## config.mk

```make
export PLATFORM = sky130hd
export DESIGN_NAME = three_wire_channel
export DESIGN_NICKNAME = d
export VERILOG_FILES = /design/src/shared/serial_pkg.sv /design/src/rtl/baud_tick_gen.sv /design/src/rtl/serial_shifter.sv /design/src/rtl/three_wire_channel.sv
export SDC_FILE = /design/constraint.sdc
export NUM_CORES = 1
export LEC_CHECK = 0
export BUFFER_PORTS_ARGS = -buffer_cell sky130_fd_sc_hd__buf_2
export CELL_PAD_IN_SITES_DETAIL_PLACEMENT = 1
export CELL_PAD_IN_SITES_GLOBAL_PLACEMENT = 1
export CORE_ASPECT_RATIO = 0.9
export CORE_MARGIN = 2
export CORE_UTILIZATION = 25
export CTS_CLUSTER_SIZE = 12
export DETAILED_ROUTE_END_ITERATION = 12
export PLACE_DENSITY_LB_ADDON = 0.1
export SKIP_CTS_REPAIR_TIMING = 1
export SLEW_MARGIN = 20
export SYNTH_ARGS = -nofsm -noshare
export SYNTH_HDL_FRONTEND = slang
export SYNTH_SLANG_ARGS = --single-unit
export TNS_END_PERCENT = 5
```

## constraint.sdc

```tcl
create_clock -name clk -period 5.55 [get_ports clk]
set_input_delay 1.11 -clock clk [delete_from_list [all_inputs] [get_ports clk]]
set_output_delay 1.11 -clock clk [all_outputs]
set_load 0.005 [all_outputs]
```

## src/shared/serial_pkg.sv

```systemverilog
/*
 * Constants and types shared by the three-wire serial master channel:
 * register offsets, field positions, reset values and the shift states.
 * Assumes a 32-bit APB with byte addresses, one aligned word per register.
 */
package serial_pkg;

  // Register byte offsets.
  localparam logic [7:0] MODE_OFS   = 8'h00;
  localparam logic [7:0] CONFIG_OFS = 8'h04;
  localparam logic [7:0] BAUD_OFS   = 8'h08;
  localparam logic [7:0] DATA_OFS   = 8'h0C;
  localparam logic [7:0] STATUS_OFS = 8'h10;
  localparam logic [7:0] CLEAR_OFS  = 8'h14;
  localparam logic [7:0] START_OFS  = 8'h18;
  localparam logic [7:0] OUTCTL_OFS = 8'h1C;

  // Field positions in the channel mode register.
  localparam int MODE_IRQ_SRC_BIT = 0;
  localparam int MODE_PRESC_LSB   = 4;

  // Field positions in the communication configuration register.
  localparam int CONFIG_DAP_BIT = 0;
  localparam int CONFIG_CKP_BIT = 1;
  localparam int CONFIG_LSB_BIT = 2;
  localparam int CONFIG_LEN_LSB = 4;

  // Field positions in the status, clear, start and output registers.
  localparam int STATUS_OVR_BIT   = 0;
  localparam int STATUS_FULL_BIT  = 1;
  localparam int STATUS_BUSY_BIT  = 2;
  localparam int CLEAR_OVR_BIT    = 0;
  localparam int START_RUN_BIT    = 0;
  localparam int START_STOP_BIT   = 1;
  localparam int OUTCTL_OE_BIT    = 0;
  localparam int OUTCTL_CKIDL_BIT = 1;
  localparam int OUTCTL_DTIDL_BIT = 2;

  // Values after reset.
  localparam logic [3:0] PRESC_RST  = 4'h0;
  localparam logic [3:0] LEN_M1_RST = 4'h7;
  localparam logic [6:0] BAUD_RST   = 7'h00;
  localparam logic [2:0] OUTCTL_RST = 3'h6;

  // Limits of the word length (less one) and of the prescaler exponent.
  localparam logic [3:0] LEN_M1_MIN = 4'h6;
  localparam logic [3:0] PRESC_MAX  = 4'hB;

  // Shift sequencer states.
  typedef enum logic [1:0] {
    idle_st,
    lead_st,
    low_st,
    high_st
  } state_type;

endpackage : serial_pkg

```

## src/rtl/baud_tick_gen.sv

```systemverilog
/*
 * Half-period tick generator for the serial clock.
 * Assumes the caller holds run low between transfers so each starts fresh.
 */
`timescale 1ns/100ps
module baud_tick_gen (
  // Clock and reset.
  input  wire logic       clk,
  input  wire logic       rst,
  // Rate selection and control.
  input  wire logic       run,
  input  wire logic [3:0] presc,
  input  wire logic [6:0] divider,
  // Tick once per half serial clock period.
  output logic            tick
);

  logic [17:0] cnt_reg;
  logic [17:0] cnt_next;
  logic [17:0] reload;

  // Half period is (divider + 1) times two to the prescaler exponent.
  always_comb begin
    reload   = ({11'h000, divider} + 18'h00001) << presc;
    reload   = reload - 18'h00001;
    tick     = run && (cnt_reg == reload);
    cnt_next = (!run || tick) ? 18'h00000 : cnt_reg + 18'h00001;
  end

  // Counter register.
  always_ff @(posedge clk or posedge rst) begin
    if (rst) begin
      cnt_reg <= 18'h00000;
    end else begin
      cnt_reg <= cnt_next;
    end
  end

endmodule : baud_tick_gen

```

## src/rtl/serial_shifter.sv

```systemverilog
/*
 * Transmit and receive shift register with selectable bit order and
 * word length. Assumes load and shift requests never coincide.
 */
`timescale 1ns/100ps
module serial_shifter #(
  parameter int WIDTH = 16
) (
  // Clock and reset.
  input  wire logic             clk,
  input  wire logic             rst,
  // Control.
  input  wire logic             load,
  input  wire logic [WIDTH-1:0] load_word,
  input  wire logic             shift_out,
  input  wire logic             shift_in,
  input  wire logic             in_bit,
  input  wire logic             lsb_first,
  input  wire logic [3:0]       len_m1,
  // Results.
  output logic                  out_bit,
  output logic [WIDTH-1:0]      rx_word
);

  logic [WIDTH-1:0] tx_reg;
  logic [WIDTH-1:0] tx_next;
  logic [WIDTH-1:0] rx_reg;
  logic [WIDTH-1:0] rx_next;

  // Shift out from the chosen end, shift in toward the opposite end.
  always_comb begin
    tx_next = tx_reg;
    rx_next = rx_reg;
    if (load) begin
      tx_next = load_word;
      rx_next = '0;
    end
    if (shift_out) begin
      tx_next = lsb_first ? (tx_reg >> 1) : (tx_reg << 1);
    end
    if (shift_in) begin
      if (lsb_first) begin
        rx_next         = rx_reg >> 1;
        rx_next[len_m1] = in_bit;
      end else begin
        rx_next = {rx_reg[WIDTH-2:0], in_bit};
      end
    end
    out_bit = lsb_first ? tx_reg[0] : tx_reg[len_m1];
    rx_word = rx_reg;
  end

  // Shift registers.
  always_ff @(posedge clk or posedge rst) begin
    if (rst) begin
      tx_reg <= '0;
      rx_reg <= '0;
    end else begin
      tx_reg <= tx_next;
      rx_reg <= rx_next;
    end
  end

endmodule : serial_shifter

```

## src/rtl/three_wire_channel.sv

```systemverilog
/*
 * Master transmit and receive channel of a three-wire serial interface,
 * with its register file on APB. Assumes the serial input is synchronous
 * to clk and that the port logic outside honours serial_out_oe.
 */
`timescale 1ns/100ps

module three_wire_channel (
  // Clock and reset.
  input  wire logic        clk,
  input  wire logic        rst,
  // APB slave.
  input  wire logic        psel,
  input  wire logic        penable,
  input  wire logic        pwrite,
  input  wire logic [7:0]  paddr,
  input  wire logic [31:0] pwdata,
  output logic      [31:0] prdata,
  output logic             pready,
  output logic             pslverr,
  // Serial pins.
  output logic             serial_clock_pin,
  output logic             serial_out_pin,
  output logic             serial_out_oe,
  input  wire logic        serial_in_pin,
  // Transfer interrupt pulse.
  output logic             channel_transfer_irq
);

  // Software-visible state, with the internal unread flag.
  logic                    irq_src_reg, irq_src_next;
  logic [3:0]              presc_reg, presc_next;
  logic                    dap_reg, dap_next;
  logic                    ckp_reg, ckp_next;
  logic                    lsb_reg, lsb_next;
  logic [3:0]              len_m1_reg, len_m1_next;
  logic [6:0]              baud_reg, baud_next;
  logic [15:0]             tx_buf_reg, tx_buf_next;
  logic [15:0]             rx_data_reg, rx_data_next;
  logic                    full_reg, full_next;
  logic                    unread_reg, unread_next;
  logic                    overrun_flag, overrun_next;
  logic                    enable_reg, enable_next;
  logic                    oe_reg, oe_next;
  logic                    ck_idle_reg, ck_idle_next;
  logic                    dt_idle_reg, dt_idle_next;
  // Bus answer state.
  logic [31:0]             prdata_reg, prdata_next;
  logic                    pready_reg, pready_next;
  logic                    pslverr_reg, pslverr_next;
  // Shift sequencer state.
  serial_pkg::state_type   state_reg, state_next;
  logic [3:0]              cnt_reg, cnt_next;
  logic                    sclk_reg, sclk_next;
  logic                    sdo_reg, sdo_next;
  logic                    irq_reg, irq_next;
  // Internal strobes.
  logic                    wr_ok, rd_ok, hit;
  logic [31:0]             rd_word;
  logic                    tick, load, shift_out, shift_in, finish;
  logic                    last_bit, out_bit;
  logic [15:0]             rx_word;
  logic [3:0]              len_wr, presc_wr;

  // Half-period ticks only while a word is being shifted.
  baud_tick_gen u_tick (
    .clk     (clk),
    .rst     (rst),
    .run     (state_reg != serial_pkg::idle_st),
    .presc   (presc_reg),
    .divider (baud_reg),
    .tick    (tick)
  );

  // Transmit and receive share one shifter, so both words end together.
  serial_shifter #(.WIDTH(16)) u_shift (
    .clk       (clk),
    .rst       (rst),
    .load      (load),
    .load_word (tx_buf_reg),
    .shift_out (shift_out),
    .shift_in  (shift_in),
    .in_bit    (serial_in_pin),
    .lsb_first (lsb_reg),
    .len_m1    (len_m1_reg),
    .out_bit   (out_bit),
    .rx_word   (rx_word)
  );

  // Bus decode; a transfer completes at the edge where pready is high.
  always_comb begin
    wr_ok    = psel && penable && pready_reg && pwrite;
    rd_ok    = psel && penable && pready_reg && !pwrite;
    len_wr   = pwdata[serial_pkg::CONFIG_LEN_LSB +: 4];
    presc_wr = pwdata[serial_pkg::MODE_PRESC_LSB +: 4];
    hit      = 1'b1;
    rd_word  = 32'h00000000;
    case (paddr)
      serial_pkg::MODE_OFS: begin
        rd_word[serial_pkg::MODE_IRQ_SRC_BIT]  = irq_src_reg;
        rd_word[serial_pkg::MODE_PRESC_LSB +: 4] = presc_reg;
      end
      serial_pkg::CONFIG_OFS: begin
        rd_word[serial_pkg::CONFIG_DAP_BIT]      = dap_reg;
        rd_word[serial_pkg::CONFIG_CKP_BIT]      = ckp_reg;
        rd_word[serial_pkg::CONFIG_LSB_BIT]      = lsb_reg;
        rd_word[serial_pkg::CONFIG_LEN_LSB +: 4] = len_m1_reg;
      end
      serial_pkg::BAUD_OFS:   rd_word[6:0]  = baud_reg;
      serial_pkg::DATA_OFS:   rd_word[15:0] = rx_data_reg;
      serial_pkg::STATUS_OFS: begin
        rd_word[serial_pkg::STATUS_OVR_BIT]  = overrun_flag;
        rd_word[serial_pkg::STATUS_FULL_BIT] = full_reg;
        rd_word[serial_pkg::STATUS_BUSY_BIT] =
          (state_reg != serial_pkg::idle_st);
      end
      serial_pkg::CLEAR_OFS:  rd_word = 32'h00000000;
      serial_pkg::START_OFS:  rd_word[serial_pkg::START_RUN_BIT] = enable_reg;
      serial_pkg::OUTCTL_OFS: begin
        rd_word[serial_pkg::OUTCTL_OE_BIT]    = oe_reg;
        rd_word[serial_pkg::OUTCTL_CKIDL_BIT] = ck_idle_reg;
        rd_word[serial_pkg::OUTCTL_DTIDL_BIT] = dt_idle_reg;
      end
      default: hit = 1'b0;
    endcase
    pready_next  = psel && penable && !pready_reg;
    prdata_next  = pready_next ? rd_word : 32'h00000000;
    pslverr_next = pready_next && !hit;
  end

  // Register writes, and the flags that hardware sets and software clears.
  always_comb begin
    irq_src_next = irq_src_reg;
    presc_next   = presc_reg;
    dap_next     = dap_reg;
    ckp_next     = ckp_reg;
    lsb_next     = lsb_reg;
    len_m1_next  = len_m1_reg;
    baud_next    = baud_reg;
    tx_buf_next  = tx_buf_reg;
    full_next    = full_reg;
    rx_data_next = rx_data_reg;
    unread_next  = unread_reg;
    overrun_next = overrun_flag;
    enable_next  = enable_reg;
    oe_next      = oe_reg;
    ck_idle_next = ck_idle_reg;
    dt_idle_next = dt_idle_reg;
    // The shifter taking the buffer empties it before any write lands.
    if (load) begin
      full_next = 1'b0;
    end
    if (rd_ok && paddr == serial_pkg::DATA_OFS) begin
      unread_next = 1'b0;
    end
    if (wr_ok) begin
      case (paddr)
        serial_pkg::MODE_OFS: begin
          irq_src_next = pwdata[serial_pkg::MODE_IRQ_SRC_BIT];
          presc_next   = (presc_wr > serial_pkg::PRESC_MAX) ?
                         serial_pkg::PRESC_MAX : presc_wr;
        end
        serial_pkg::CONFIG_OFS: begin
          dap_next    = pwdata[serial_pkg::CONFIG_DAP_BIT];
          ckp_next    = pwdata[serial_pkg::CONFIG_CKP_BIT];
          lsb_next    = pwdata[serial_pkg::CONFIG_LSB_BIT];
          len_m1_next = (len_wr < serial_pkg::LEN_M1_MIN) ?
                        serial_pkg::LEN_M1_MIN : len_wr;
        end
        serial_pkg::BAUD_OFS: baud_next = pwdata[6:0];
        serial_pkg::DATA_OFS: begin
          tx_buf_next = pwdata[15:0];
          full_next   = 1'b1;
        end
        serial_pkg::CLEAR_OFS: begin
          if (pwdata[serial_pkg::CLEAR_OVR_BIT]) begin
            overrun_next = 1'b0;
          end
        end
        serial_pkg::START_OFS: begin
          if (pwdata[serial_pkg::START_STOP_BIT]) begin
            enable_next = 1'b0;
          end
          if (pwdata[serial_pkg::START_RUN_BIT]) begin
            enable_next = 1'b1;
          end
        end
        serial_pkg::OUTCTL_OFS: begin
          oe_next      = pwdata[serial_pkg::OUTCTL_OE_BIT];
          ck_idle_next = pwdata[serial_pkg::OUTCTL_CKIDL_BIT];
          dt_idle_next = pwdata[serial_pkg::OUTCTL_DTIDL_BIT];
        end
        default: begin
        end
      endcase
    end
    // A finished word wins over a same-cycle read or clear.
    if (finish) begin
      rx_data_next = rx_word;
      unread_next  = 1'b1;
      if (unread_reg && !(rd_ok && paddr == serial_pkg::DATA_OFS)) begin
        overrun_next = 1'b1;
      end
    end
  end

  // Shift sequencer: lead half when dap_reg is set, then a low and a high half for each bit.
  always_comb begin
    state_next = state_reg;
    cnt_next   = cnt_reg;
    load       = 1'b0;
    shift_out  = 1'b0;
    shift_in   = 1'b0;
    finish     = 1'b0;
    last_bit   = (cnt_reg == len_m1_reg);
    case (state_reg)
      serial_pkg::idle_st: begin
        if (enable_reg && full_reg) begin
          load       = 1'b1;
          cnt_next   = 4'h0;
          state_next = dap_reg ? serial_pkg::lead_st
                               : serial_pkg::low_st;
        end
      end
      serial_pkg::lead_st: begin
        if (tick) begin
          shift_in   = 1'b1;
          state_next = serial_pkg::low_st;
        end
      end
      serial_pkg::low_st: begin
        if (tick) begin
          shift_in   = !dap_reg;
          shift_out  = dap_reg && !last_bit;
          state_next = serial_pkg::high_st;
        end
      end
      serial_pkg::high_st: begin
        if (tick) begin
          if (last_bit) begin
            finish     = 1'b1;
            state_next = serial_pkg::idle_st;
          end else begin
            shift_out  = !dap_reg;
            shift_in   = dap_reg;
            cnt_next   = cnt_reg + 4'h1;
            state_next = serial_pkg::low_st;
          end
        end
      end
      default: state_next = serial_pkg::idle_st;
    endcase
    // Stopping the channel abandons the word in flight.
    if (!enable_reg) begin
      state_next = serial_pkg::idle_st;
      load       = 1'b0;
      finish     = 1'b0;
    end
  end

  // Pin levels and the interrupt pulse, one cycle behind the sequencer.
  always_comb begin
    if (state_reg == serial_pkg::idle_st) begin
      sclk_next = ck_idle_reg;
      sdo_next  = dt_idle_reg;
    end else begin
      sclk_next = (state_reg != serial_pkg::low_st) ^ ckp_reg;
      sdo_next  = out_bit;
    end
    irq_next = irq_src_reg ? load : finish;
  end

  // All state registers.
  always_ff @(posedge clk or posedge rst) begin
    if (rst) begin
      irq_src_reg  <= 1'b0;
      presc_reg    <= serial_pkg::PRESC_RST;
      dap_reg      <= 1'b0;
      ckp_reg      <= 1'b0;
      lsb_reg      <= 1'b0;
      len_m1_reg   <= serial_pkg::LEN_M1_RST;
      baud_reg     <= serial_pkg::BAUD_RST;
      tx_buf_reg   <= 16'h0000;
      full_reg     <= 1'b0;
      rx_data_reg  <= 16'h0000;
      unread_reg   <= 1'b0;
      overrun_flag <= 1'b0;
      enable_reg   <= 1'b0;
      oe_reg       <= serial_pkg::OUTCTL_RST[serial_pkg::OUTCTL_OE_BIT];
      ck_idle_reg  <= serial_pkg::OUTCTL_RST[serial_pkg::OUTCTL_CKIDL_BIT];
      dt_idle_reg  <= serial_pkg::OUTCTL_RST[serial_pkg::OUTCTL_DTIDL_BIT];
      prdata_reg   <= 32'h00000000;
      pready_reg   <= 1'b0;
      pslverr_reg  <= 1'b0;
      state_reg    <= serial_pkg::idle_st;
      cnt_reg      <= 4'h0;
      sclk_reg     <= 1'b1;
      sdo_reg      <= 1'b1;
      irq_reg      <= 1'b0;
    end else begin
      irq_src_reg  <= irq_src_next;
      presc_reg    <= presc_next;
      dap_reg      <= dap_next;
      ckp_reg      <= ckp_next;
      lsb_reg      <= lsb_next;
      len_m1_reg   <= len_m1_next;
      baud_reg     <= baud_next;
      tx_buf_reg   <= tx_buf_next;
      full_reg     <= full_next;
      rx_data_reg  <= rx_data_next;
      unread_reg   <= unread_next;
      overrun_flag <= overrun_next;
      enable_reg   <= enable_next;
      oe_reg       <= oe_next;
      ck_idle_reg  <= ck_idle_next;
      dt_idle_reg  <= dt_idle_next;
      prdata_reg   <= prdata_next;
      pready_reg   <= pready_next;
      pslverr_reg  <= pslverr_next;
      state_reg    <= state_next;
      cnt_reg      <= cnt_next;
      sclk_reg     <= sclk_next;
      sdo_reg      <= sdo_next;
      irq_reg      <= irq_next;
    end
  end

  // Outputs come straight from registers.
  assign prdata               = prdata_reg;
  assign pready               = pready_reg;
  assign pslverr              = pslverr_reg;
  assign serial_clock_pin     = sclk_reg;
  assign serial_out_pin       = sdo_reg;
  assign serial_out_oe        = oe_reg;
  assign channel_transfer_irq = irq_reg;

endmodule : three_wire_channel

```

==> reports/qor.csv <==
stage;metric;value;unit
die;Die Span X;199;um
setup_path;critical-path maximum fanout;19;
place;area post-placement;9170;um2
power_and_ir_drop;peak supply drop;0.228;mV
setup_path;CP Buf/Inv Count;0;
finish;final std cells w/o fill;1387;
synth;Synth Area in Simple Gates;0.195;
route;WL final;27200;um
synth;mapped cell area;8590;um2
die;Core Rows;64;
timing;Final setup violation count;0;
place;# placed instances;1355;
setup_path;crit path capture type;flop;
grt;antenna violations before repair;0;
cts;Worst-path clk slew;70;ps
job;max-cap violation count;0;
synth;xor/xnor share of the synthesized area;0.0459;
cts;CTS tree;yes;
synth;sequential fraction of the synthesis area;0.394;
finish;share of layout cells above drive strength 1;0.214;
finish;synth-to-layout area growth;13.7;%
place;GP Congestion;0.770;
power_and_ir_drop;pwr dens;230;nW/um2
synth;Compound-Gate Fraction of Synth Area;0.141;
setup_path;CP top delay family;simple AND/OR/NAND/NOR gates;
setup_path;WP depth;12;
timing;fmax;0.225;GHz
timing;PnR worst setup slack;1110;ps
timing;Worst Skew;22.4;ps
route;Pre-antenna DRT Iters;4;
synth;Primary FF master, synth;dfrtp_1;
route;DR vias;6687;
die;Initial Utilization;0.253;
timing;RSZ-0062 raised after global routing;no;
setup_path;critical path startpoint category;flop;
timing;Slew Viols, Final;0;
setup_path;Worst R2R Start;baud_reg[3]$_DFFE_PP0P_;
grt;vias in the first global route;6987;
cts;CTS Sinks;135;
grt;gr usage total;0.159;
synth;Netlist cell types;94;
setup_path;crit-path max cell delay;840;ps
route;Final ANT Viol Nets;0;
synth;Avg Inst Size Synth;9.72;um2
synth;number of synthesized flops with an enable pin;0;
timing;Tmin final;4440;ps
setup_path;worst setup path start;baud_reg[3]$_DFFE_PP0P_;
die;IO Pins;84;
finish;max reg flops;18;
route;Via density;4.82;
die;area of the core;34000;um2
cts;CTS buffer count;17;
synth;Post-synth ARST share;1.00;
synth;largest family of logic cells by synthesized area;simple AND/OR/NAND/NOR gates;
timing;Worst-Margin Slew;1040;ps
cts;CTS max path bufs;2;
status;status;complete, no violations;
power_and_ir_drop;Leak Pwr;4.15;nW
power_and_ir_drop;Total Power;2.25;mW
grt;global-route wire length before repair;43500;um
die;Die ar.;35900;um2
die;die height;180;um
finish;layout net count;962;
synth;Synth warnings;0;
route;Starting DRT DRC Count;287;
route;# DRC;0;
finish;Final Cell Area;9760;um2
grt;gr ovfl total;0;
synth;#FFs+latches synth;135;
timing;Post-Route Setup TNS;0;ps
finish;ANT cells;0;
place;worst slack at placement;1030;ps
timing;Slew headroom;0.305;
setup_path;Slowest-stage cell, CP;dfrtp_1;
setup_path;CP Data Required Time;5870;ps
setup_path;Reg2Reg Setup Slack;1110;ps
place;IO Port Bufs;51;
finish;fillcell total;3914;
timing;period utilization;0.800;
min_path;HP Class;flop to flop;
finish;area of the multi-input gates;4750;um2
synth;area share of fa/ha/maj cells after synthesis;0.00583;
setup_path;R2R depth;12;
cts;Skew-Pair Late Insertion Delay;450;ps
place;hpwl dp;18900;um
setup_path;r2r endpoint;rx_data_reg[4]$_DFFE_PP0P_;
setup_path;crit path DAT;4770;ps
setup_path;Crit Path Category;flop to flop;
timing;Hold Vio Cnt, Final;0;
cts;CTS H-tree lvls;4;
route;WL per Instance;19.6;um
synth;Gate Count Post-Synth;884;
cts;clock root buffer;clkbuf_16;
setup_path;CP endpoint;rx_data_reg[4]$_DFFE_PP0P_;
finish;Sequential Area;3390;um2
min_path;Hold Startpoint;rx_data_reg[11]$_DFFE_PP0P_;
grt;largest net degree at the start of global routing;51;
setup_path;CP cell instances;nand3_1 > nor4_1 > a211oi_1 > o211ai_2 > a21oi_1 > or3_1 > a221oi_1 > nand4b_1 > nor4b_2 > and3_4 > nand2_4 > mux2_4;
synth;post-synthesis mux area share;0.157;
[cells by family after synthesis]
family,after synthesis
DFF,135
xor gates and xnor gates,45
adders and majority gates,4
buffers and inverters,92
muxes,116
other,1
and+or+nand+nor,319
AOI/OAI and AO/OA,172
[worst reg2reg max path, stage by stage (launching register included)]
cell	delay (ps)
dfrtp_1	840
nand3_1	320
nor4_1	390
a211oi_1	110
o211ai_2	400
a21oi_1	150
or3_1	360
a221oi_1	260
nand4b_1	230
nor4b_2	290
and3_4	330
nand2_4	250
mux2_4	370
[metrics by stage]
step,util,hold WS [ps]
global placement,0.270,463
CTS,0.288,478
detailed placement,0.270,465
finish,0.288,476
floorplan,-,428
global route,0.288,498
[routing by layer]
layer  up-vias  global-route usage  part of all wire
li1       3221                   -                 -
met1      3396               0.224              0.51
met2        53               0.254              0.47
met3        17              0.0266             0.019
met4         0              0.0379            0.0096
met5         -                   0                 0
[cell usage in the layout (no fill, tap or decap), drive strengths merged, types with 8 or more instances in the layout]
master  instances
and2           11
a211oi         16
a22oi          18
nor3b           9
nand3          27
and3           11
conb           16
nand2          95
mux4            8
buf            68
mux2           49
nor2           68
nor3           22
a21oi          20
dfrtp         128
nand4          14
xnor2          25
o311ai          9
inv            25
mux2i          59
xor2           20
clkbuf         18
a31oi           8
nand2b         14
nor2b          10
o21ai          59
[layout make-up]
cell class | count | share of cell area
multi-input cells | 672 | 0.486
well taps | 462 | 0.0592
flip-flops and latches | 135 | 0.347
clock inverters | 14 | 0.0160
repair buffers | 68 | 0.0392
inverters | 18 | 0.00743
clock buffers | 18 | 0.0450
[cell usage after synthesis, drive strengths merged (3+ instances only)]
library cell / count / area share
and4: 3 / 0.0031
mux4: 8 / 0.021
a21o: 4 / 0.0035
a31oi: 8 / 0.0066
clkbuf: 28 / 0.013
a221oi: 7 / 0.0071
o2bb2ai: 3 / 0.0038
or2: 5 / 0.0036
nor2b: 10 / 0.0073
o21ai: 59 / 0.034
a211oi: 16 / 0.015
xnor2: 25 / 0.025
ha: 4 / 0.0058
nand3b: 3 / 0.0026
dfstp: 7 / 0.021
and3: 11 / 0.0086
nand2b: 14 / 0.011
mux2: 49 / 0.067
inv: 17 / 0.0074
o311ai: 9 / 0.0092
nor2: 68 / 0.031
a21oi: 20 / 0.015
buf: 46 / 0.039
or3: 5 / 0.0036
o211ai: 4 / 0.0047
a22oi: 18 / 0.016
xor2: 20 / 0.020
nor3: 22 / 0.013
nand4: 14 / 0.011
o2111ai: 3 / 0.0031
nand4b: 4 / 0.0041
nand3: 27 / 0.016
nor4: 4 / 0.0029
nor3b: 9 / 0.0090
and2: 11 / 0.0080
mux2i: 59 / 0.069
dfrtp: 128 / 0.37
nand2: 95 / 0.044
[worst min-delay path by stage]
stage,slack (ps),depth (start not counted),to
2_1_floorplan,430,1,serial_clock_pin$_DFF_PP1_
3_3_place_gp,460,1,prdata[8]$_DFF_PP0_
3_5_place_dp,460,1,prdata[12]$_DFF_PP0_
4_1_cts,480,1,prdata[11]$_DFF_PP0_
5_1_grt,500,1,prdata[11]$_DFF_PP0_
6_report,480,1,prdata[11]$_DFF_PP0_
[report_power, final]
part	switching (mW)	internal (mW)
Sequential	0.00365	0.986
Combinational	0.0549	0.0214
Clock	0.532	0.650
Note: power is estimated with default switching activity, not from simulation.
